## src/hw/iprr_map.svh

```systemverilog
// Offsets, field positions, masks and reset values of the priority register pair
// Function
// RL1 - Field value 00 disables its source; it never raises a request.
// RL2 - Field values 01, 10, 11 select priority levels 0, 1, 2.
// RL3 - Every covered source is limited to levels 0 through 2.
// RL4 - Reset clears all fields, so every covered source starts disabled.
// RL5 - Bits 11-10 of the first register read zero and ignore writes.
// RL6 - First priority register sits at offset 8.
// RL7 - Second priority register sits at offset 9.
// RL8 - First register bits 15-14: serial 0 receiver full level.
// RL9 - First register bits 13-12: serial 0 receiver error level.
// RL10 - First register bits 9-8: serial 0 transmitter idle level.
// RL11 - First register bits 7-6: serial 0 transmitter empty level.
// RL12 - First register bits 5-4, 3-2, 1-0: timer A channels 3, 2, 1.
// RL13 - Second register bits 15-14, 13-12: PWM A and B fault levels.
// RL14 - Second register bits 11-10, 9-8: PWM A and B reload levels.
// RL15 - Second register bits 7-6, 5-4: ADC A and B zero-cross levels.
// RL16 - Second register bits 3-2: ADC A conversion complete level.
// RL17 - Second register bits 1-0: ADC B conversion complete level.
// RL18 - A written level is readable and effective the cycle after the write.
`ifndef IPRR_MAP_SVH
`define IPRR_MAP_SVH

`define IPRR_ADDR_W 4
`define IPRR_OFS_SER_TMR 4'h8
`define IPRR_OFS_PWM_ADC 4'h9
`define IPRR_RST_VAL 16'h0000
`define IPRR_WMASK_SER_TMR 16'hF3FF
`define IPRR_WMASK_PWM_ADC 16'hFFFF
`define IPRR_SRC_N 15

`define IPRR_POS_S0_RX_FULL 14
`define IPRR_POS_S0_RX_ERR 12
`define IPRR_POS_S0_TX_IDLE 8
`define IPRR_POS_S0_TX_EMPTY 6
`define IPRR_POS_TA_CH3 4
`define IPRR_POS_TA_CH2 2
`define IPRR_POS_TA_CH1 0
`define IPRR_POS_PWMA_FAULT 14
`define IPRR_POS_PWMB_FAULT 12
`define IPRR_POS_PWMA_RELOAD 10
`define IPRR_POS_PWMB_RELOAD 8
`define IPRR_POS_ADCA_ZC 6
`define IPRR_POS_ADCB_ZC 4
`define IPRR_POS_ADCA_CC 2
`define IPRR_POS_ADCB_CC 0

`endif

```

## src/hw/iprr_pkg.sv

```systemverilog
// Types shared by the priority register pair
`include "iprr_map.svh"
package iprr_pkg;
  typedef logic [15:0] iprr_word_t;

  typedef struct packed {
    logic [`IPRR_ADDR_W-1:0] addr;
    iprr_word_t wdata;
    logic wr;
    logic rd;
  } iprr_bus_s;

  // Enable plus level 0..2 for one source
  typedef struct packed {
    logic en;
    logic [1:0] lvl;
  } iprr_src_s;

  typedef enum {
    SRC_S0_RX_FULL, SRC_S0_RX_ERR, SRC_S0_TX_IDLE, SRC_S0_TX_EMPTY,
    SRC_TA_CH3, SRC_TA_CH2, SRC_TA_CH1,
    SRC_PWMA_FAULT, SRC_PWMB_FAULT, SRC_PWMA_RELOAD, SRC_PWMB_RELOAD,
    SRC_ADCA_ZC, SRC_ADCB_ZC, SRC_ADCA_CC, SRC_ADCB_CC
  } iprr_src_e;
endpackage

```

## src/hw/iprr_prio_reg.sv

```systemverilog
// One 16-bit priority register with a write mask
`timescale 1ns/1ps
`include "iprr_map.svh"
module iprr_prio_reg #(
  parameter logic [`IPRR_ADDR_W-1:0] REG_OFS = `IPRR_OFS_SER_TMR,
  parameter logic [15:0] WMASK = 16'hFFFF
) (
  // Clock and reset
  input wire logic clk,
  input wire logic rstn,
  // Register bus
  input wire iprr_pkg::iprr_bus_s bus,
  // Stored and next value
  output iprr_pkg::iprr_word_t regQ,
  output iprr_pkg::iprr_word_t regNxt
);
  import iprr_pkg::*;

  iprr_word_t val_r;
  iprr_word_t val_nxt;

  always_comb begin
    val_nxt = val_r;
    // RL5 masked bits kept
    if (bus.wr && bus.addr == REG_OFS) begin
      val_nxt = (val_r & ~WMASK) | (bus.wdata & WMASK);
    end
  end

  always_ff @(posedge clk) begin
    // RL4 cleared on reset
    if (!rstn) begin
      val_r <= `IPRR_RST_VAL;
    end else begin
      val_r <= val_nxt;
    end
  end

  assign regQ = val_r;
  assign regNxt = val_nxt;
endmodule

```

## src/hw/iprr_field_dec.sv

```systemverilog
// Splits the two priority words into per-source enable and level
`timescale 1ns/1ps
`include "iprr_map.svh"
module iprr_field_dec (
  // Register words
  input wire iprr_pkg::iprr_word_t serTmr,
  input wire iprr_pkg::iprr_word_t pwmAdc,
  // Decoded sources
  output iprr_pkg::iprr_src_s [`IPRR_SRC_N-1:0] srcCfg
);
  import iprr_pkg::*;

  // RL2 RL3 field to level map
  function automatic iprr_src_s lvlDec(input logic [1:0] f);
    iprr_src_s s;
    s.en = (f != 2'h0);
    s.lvl = s.en ? 2'(f - 2'h1) : 2'h0;
    return s;
  endfunction

  always_comb begin
    // RL8 RL9 serial 0 receive
    srcCfg[SRC_S0_RX_FULL] = lvlDec(serTmr[`IPRR_POS_S0_RX_FULL +: 2]);
    srcCfg[SRC_S0_RX_ERR] = lvlDec(serTmr[`IPRR_POS_S0_RX_ERR +: 2]);
    // RL10 RL11 serial 0 transmit
    srcCfg[SRC_S0_TX_IDLE] = lvlDec(serTmr[`IPRR_POS_S0_TX_IDLE +: 2]);
    srcCfg[SRC_S0_TX_EMPTY] = lvlDec(serTmr[`IPRR_POS_S0_TX_EMPTY +: 2]);
    // RL12 timer A channels
    srcCfg[SRC_TA_CH3] = lvlDec(serTmr[`IPRR_POS_TA_CH3 +: 2]);
    srcCfg[SRC_TA_CH2] = lvlDec(serTmr[`IPRR_POS_TA_CH2 +: 2]);
    srcCfg[SRC_TA_CH1] = lvlDec(serTmr[`IPRR_POS_TA_CH1 +: 2]);
    // RL13 RL14 PWM faults and reloads
    srcCfg[SRC_PWMA_FAULT] = lvlDec(pwmAdc[`IPRR_POS_PWMA_FAULT +: 2]);
    srcCfg[SRC_PWMB_FAULT] = lvlDec(pwmAdc[`IPRR_POS_PWMB_FAULT +: 2]);
    srcCfg[SRC_PWMA_RELOAD] = lvlDec(pwmAdc[`IPRR_POS_PWMA_RELOAD +: 2]);
    srcCfg[SRC_PWMB_RELOAD] = lvlDec(pwmAdc[`IPRR_POS_PWMB_RELOAD +: 2]);
    // RL15 RL16 RL17 ADC events
    srcCfg[SRC_ADCA_ZC] = lvlDec(pwmAdc[`IPRR_POS_ADCA_ZC +: 2]);
    srcCfg[SRC_ADCB_ZC] = lvlDec(pwmAdc[`IPRR_POS_ADCB_ZC +: 2]);
    srcCfg[SRC_ADCA_CC] = lvlDec(pwmAdc[`IPRR_POS_ADCA_CC +: 2]);
    srcCfg[SRC_ADCB_CC] = lvlDec(pwmAdc[`IPRR_POS_ADCB_CC +: 2]);
  end
endmodule

```

## src/hw/iprr_top.sv

```systemverilog
// Priority register pair with readback, level outputs and request gating
//
// The strobed register port was left to the implementer.
`timescale 1ns/1ps
`include "iprr_map.svh"
module iprr_top (
  // Clock and reset
  input wire logic clk,
  input wire logic rstn,
  // Register bus
  input wire iprr_pkg::iprr_bus_s bus,
  output iprr_pkg::iprr_word_t rdata,
  // Raw source events, same clock
  input wire logic [`IPRR_SRC_N-1:0] srcIrq,
  // To arbitration
  output iprr_pkg::iprr_src_s [`IPRR_SRC_N-1:0] srcLevel,
  output logic [`IPRR_SRC_N-1:0] srcReq
);
  import iprr_pkg::*;

  ////////////////////////////////////////////////////////////////////////
  // Registers

  iprr_word_t serTmrQ;
  iprr_word_t serTmrNxt;
  iprr_word_t pwmAdcQ;
  iprr_word_t pwmAdcNxt;

  // RL6 first register
  iprr_prio_reg #(
    .REG_OFS(`IPRR_OFS_SER_TMR),
    .WMASK(`IPRR_WMASK_SER_TMR)
  ) uSerTmr (
    .clk(clk),
    .rstn(rstn),
    .bus(bus),
    .regQ(serTmrQ),
    .regNxt(serTmrNxt)
  );

  // RL7 second register
  iprr_prio_reg #(
    .REG_OFS(`IPRR_OFS_PWM_ADC),
    .WMASK(`IPRR_WMASK_PWM_ADC)
  ) uPwmAdc (
    .clk(clk),
    .rstn(rstn),
    .bus(bus),
    .regQ(pwmAdcQ),
    .regNxt(pwmAdcNxt)
  );

  ////////////////////////////////////////////////////////////////////////
  // Field decode

  iprr_src_s [`IPRR_SRC_N-1:0] cfgNxt;

  // RL18 decode from next value
  iprr_field_dec uDec (
    .serTmr(serTmrNxt),
    .pwmAdc(pwmAdcNxt),
    .srcCfg(cfgNxt)
  );

  ////////////////////////////////////////////////////////////////////////
  // Read port

  iprr_word_t rdata_r;
  iprr_word_t rdata_nxt;

  always_comb begin
    rdata_nxt = 16'h0000;
    if (bus.rd) begin
      case (bus.addr)
        // RL5 reserved bits read zero
        `IPRR_OFS_SER_TMR: begin
          rdata_nxt = serTmrQ & `IPRR_WMASK_SER_TMR;
        end
        `IPRR_OFS_PWM_ADC: begin
          rdata_nxt = pwmAdcQ;
        end
        default: begin
          rdata_nxt = 16'h0000;
        end
      endcase
    end
  end

  always_ff @(posedge clk) begin
    if (!rstn) begin
      rdata_r <= 16'h0000;
    end else begin
      rdata_r <= rdata_nxt;
    end
  end

  assign rdata = rdata_r;

  ////////////////////////////////////////////////////////////////////////
  // Level and request outputs

  iprr_src_s [`IPRR_SRC_N-1:0] level_r;
  logic [`IPRR_SRC_N-1:0] req_r;
  logic [`IPRR_SRC_N-1:0] req_nxt;
  logic [`IPRR_SRC_N-1:0] enNxt;

  always_comb begin
    for (int i = 0; i < `IPRR_SRC_N; i++) begin
      enNxt[i] = cfgNxt[i].en;
    end
    // RL1 disabled sources gated
    req_nxt = srcIrq & enNxt;
  end

  always_ff @(posedge clk) begin
    // RL4 all disabled after reset
    if (!rstn) begin
      level_r <= '0;
      req_r <= '0;
    end else begin
      level_r <= cfgNxt;
      req_r <= req_nxt;
    end
  end

  assign srcLevel = level_r;
  assign srcReq = req_r;

  logic [`IPRR_SRC_N-1:0] enNow;
  logic lvlOver;
  logic lvlStray;

  always_comb begin
    lvlOver = 1'b0;
    lvlStray = 1'b0;
    for (int i = 0; i < `IPRR_SRC_N; i++) begin
      enNow[i] = level_r[i].en;
      if (level_r[i].lvl > 2'h2) begin
        lvlOver = 1'b1;
      end
      if (!level_r[i].en && level_r[i].lvl != 2'h0) begin
        lvlStray = 1'b1;
      end
    end
  end

  logic wrSer;
  logic wrPwm;
  logic rdSer;
  logic rdPwm;

  assign wrSer = bus.wr && bus.addr == `IPRR_OFS_SER_TMR;
  assign wrPwm = bus.wr && bus.addr == `IPRR_OFS_PWM_ADC;
  assign rdSer = bus.rd && bus.addr == `IPRR_OFS_SER_TMR;
  assign rdPwm = bus.rd && bus.addr == `IPRR_OFS_PWM_ADC;
endmodule

```

## config.mk

```make
export PLATFORM = sky130hd
export DESIGN_NAME = iprr_top
export DESIGN_NICKNAME = d
export VERILOG_FILES = /design/src/hw/iprr_pkg.sv /design/src/hw/iprr_prio_reg.sv /design/src/hw/iprr_field_dec.sv /design/src/hw/iprr_top.sv
export VERILOG_INCLUDE_DIRS = /design/src /design/src/hw
export SDC_FILE = /design/constraint.sdc
export NUM_CORES = 1
export LEC_CHECK = 0
export BUFFER_PORTS_ARGS = -buffer_cell sky130_fd_sc_hd__buf_2
export CELL_PAD_IN_SITES_DETAIL_PLACEMENT = 0
export CELL_PAD_IN_SITES_GLOBAL_PLACEMENT = 1
export CORE_AREA = 2 2 105 107
export CTS_CLUSTER_SIZE = 12
export DETAILED_ROUTE_END_ITERATION = 12
export DIE_AREA = 0 0 107 109
export PLACE_DENSITY = 0.8
export SYNTH_ARGS = -nofsm -noshare
export SYNTH_HDL_FRONTEND = slang
export SYNTH_SLANG_ARGS = --single-unit
```

## constraint.sdc

```tcl
create_clock -name clk -period 1.6 [get_ports clk]
set_input_delay 0.08 -clock clk [delete_from_list [all_inputs] [get_ports clk]]
set_output_delay 0.08 -clock clk [all_outputs]
set_load 0.1 [all_outputs]
```

==> flow_metrics.py <==
metrics = {
    "outcome": {
        "status": "completed",
    },
    "placed_design": {
        "numPortBuffers": 114,
        "dp_cells": 651,
        "finalWeightedCongestion": 0.848,
        "post-place-ws_ns": -0.173,
        "hpwlAfterDp_um": 7350,
    },
    "timing": {
        "worstMarginPinSlew_ns": 0.532,
        "setup-tns-final_ns": 0,
        "clock_skew_ns": 0.0144,
        "slew_headroom_pct": 64.5,
        "max_freq_ghz": 0.716,
        "grt_setup_unrepaired": "no",
        "setup_viol": 0,
        "hold_viol_final": 0,
        "drv_slew": 0,
        "worst_slack_ns": 0.203,
        "period_share_pct": 87.3,
        "post-route-min-period_ns": 1.40,
    },
    "clock_network": {
        "cts-root-buf": "clkbuf_8",
        "cts.clk_slew.worst_paths_ns": 0.10,
        "postCtsSetupBuffers": 0,
        "htree_num_levels": 3,
        "insertion_delay_ns": 0.38,
        "clock_path_buffers": 2,
        "cts.sinks": 106,
        "cts_made_buffers": 9,
        "cts_tree": "built",
    },
    "layout": {
        "drive_gt1_share_pct": 34.2,
        "area.growth.synth_to_final_pct": 35.4,
        "final_cells": 693,
        "final_nets": 617,
        "n_antenna_cell": 0,
    },
    "routing": {
        "ant_nets": 0,
        "drc_errors": 0,
        "routed_wl_um": 10100,
        "vias": 3309,
        "wire_per_inst_um": 14.6,
        "via_per_inst": 4.77,
        "drt-initial-drc-count": 116,
        "firstDrtPassIters": 4,
    },
    "floorplan": {
        "core-area_sq_um": 10600,
        "dieArea_sq_um": 11700,
        "die_y_um": 109,
        "start_util_pct": 38.9,
        "die_w_um": 107,
        "ios": 115,
        "placementRows": 38,
    },
    "synthesis": {
        "ys_ff_latch": 106,
        "yosys_warnings": 0,
        "syn_area_sq_um": 4120,
        "ys_seq_area_share_pct": 51.5,
        "synth_nets": 450,
        "ys_types": 28,
        "syn_area_per_cell_sq_um": 10.8,
        "netlist_instances": 381,
    },
    "global_route": {
        "grt-ovfl-total": 0,
        "grt_pass1_wl_um": 16100,
        "grt_use_total_pct": 17.8,
        "grt_max_degree": 61,
        "antenna_found_initial": 0,
        "first_global_vias": 3214,
    },
    "setup_path": {
        "startpoint_type": "input pin",
        "worstPathMaxFanout": 3,
        "timing_worst_setup_path_type": "input pin to flop",
        "r2r_slack_ns": 0.31,
        "cp-end-kind": "flop",
        "arrival_ns": 1.66,
        "crit_required_ns": 1.86,
    },
    "pwr": {
        "leakage_nw": 2.75,
        "p_per_area_nw_per_um2": 908,
        "ir_worst_vdd_mv": 0.373,
    },
    "run": {
        "drv_cap": 0,
    },
    "worst_hold_path": {
        "hold_path_class": "input pin to flop",
    },
}
layout make-up:
cell class              count  area (sq um)
clock buffers              10           138
clock inverters             6          68.8
fillers                   976          5020
inverters                   1          3.75
multi-input cells         249          1870
flip-flops and latches    106          2120
well taps                 140           175
repair buffers            181          1200
cell families (layout without fill, tap and decap cells):
logic type | Yosys count | after routing | share of synthesized area, %
AO/OA/AOI/OAI | 44 | 44 | 9.41
flip-flops | 106 | 106 | 51.5
multiplexers | 44 | 44 | 10.7
AND/OR/NAND/NOR | 131 | 131 | 16.1
adder cells (fa/ha/maj) | 30 | 30 | 9.11
buffers and inverters | 26 | 198 | 3.25
layout by cell type, fill, tap and decap left out, types with 2 or more instances in the layout:
cell and n:
dfxtp_1 106, a2111oi_0 2, nor3_1 15, a21oi_1 14, and4_1 2, inv_6 3, nand2_1 45, dlygate4sd3_1 26
mux2i_1 44, buf_4 36, buf_2 114, ha_1 30, and3_1 15, clkbuf_8 10, nor2_1 30, nor3b_1 15
a2111oi_2 12, nand2_4 2, buf_12 5, a22oi_1 14
power by group:
part	total (mW)	leakage [nW]	switching (mW)	internal, mW
Sequential	2.70	0.856	0.0179	2.68
Clock	1.71	0.104	0.934	0.780
Combinational	0.656	1.79	0.450	0.206
Total	5.07	2.75	1.40	3.67
synthesized netlist by cell type:
library cell  instances  area (sq um)
nor4b_2               1          15.0
nor3b_1              15           113
and2_1                1          6.26
inv_2                 1          3.75
nor2b_1               1          6.26
and3b_1               1          8.76
nor2_2                1          6.26
nand2_4               2          22.5
nor4bb_1              1          10.0
nor3_1               15          75.1
a2111oi_0             2          17.5
buf_6                 3          33.8
buf_4                 2          15.0
nor4_1                1          6.26
o21a_1                1          7.51
a21boi_1              1          7.51
dfxtp_1             106          2120
nor2_1               30           113
and4_1                2          17.5
a21oi_1              14          70.1
a22oi_1              14           105
mux2i_1              44           440
buf_2                 5          25.0
ha_1                 30           375
a2111oi_2            12           180
nand2_1              45           169
and3_1               15          93.8
clkbuf_1             15          56.3
path summary, 6_finish.rpt:
check                           to  cells after the start             from
hold reg to reg    uSerTmr.regQ[1]                      2  uSerTmr.regQ[1]
setup reg to reg      srcLevel[33]                      3  uPwmAdc.regQ[6]
hold / removal    uSerTmr.regQ[14]                      3          bus[16]
setup / recovery      srcLevel[33]                      6           bus[8]
stage by stage:
step	util, %	hold slack (ns)	cell area, sq um	total power [mW]
final	52.6	0.0142	5580	5.07
after global routing	52.6	0.00709	5580	5.28
after global placement	48.2	0.346	5110	3.36
after CTS	52.6	0.00111	5580	5.13
after floorplan	-	0.222	4120	3.18
after detailed placement	48.2	0.346	5110	3.37
repair_timing:
item / CTS / global route
hold buffers: 26 / 0
hold endpoints to repair: 31 / 0
gates resized for setup: 0 / 0
worst max-delay path: stages:
cell,delay [ns]
dlygate4sd3_1,0.54
buf_2,0.15
and3_1,0.19
a21oi_1,0.07
ha_1,0.28
a2111oi_2,0.35
registers in the layout, summed over array words and instances (netlist names):
register and cells:
srcLevel 45, rdata 16, uPwmAdc.regQ 16, srcReq 15, uSerTmr.regQ 14
layer usage:
metal | track usage (%) | part of all wire (%) | routed length (um)
met3 | 4.66 | 6.8 | 692
met5 | 0 | 0 | 0
met2 | 27.1 | 44 | 4480
met1 | 24.1 | 47 | 4770
met4 | 7.42 | 1.9 | 196
No activity file was read; power rests on OpenSTA's default activity.
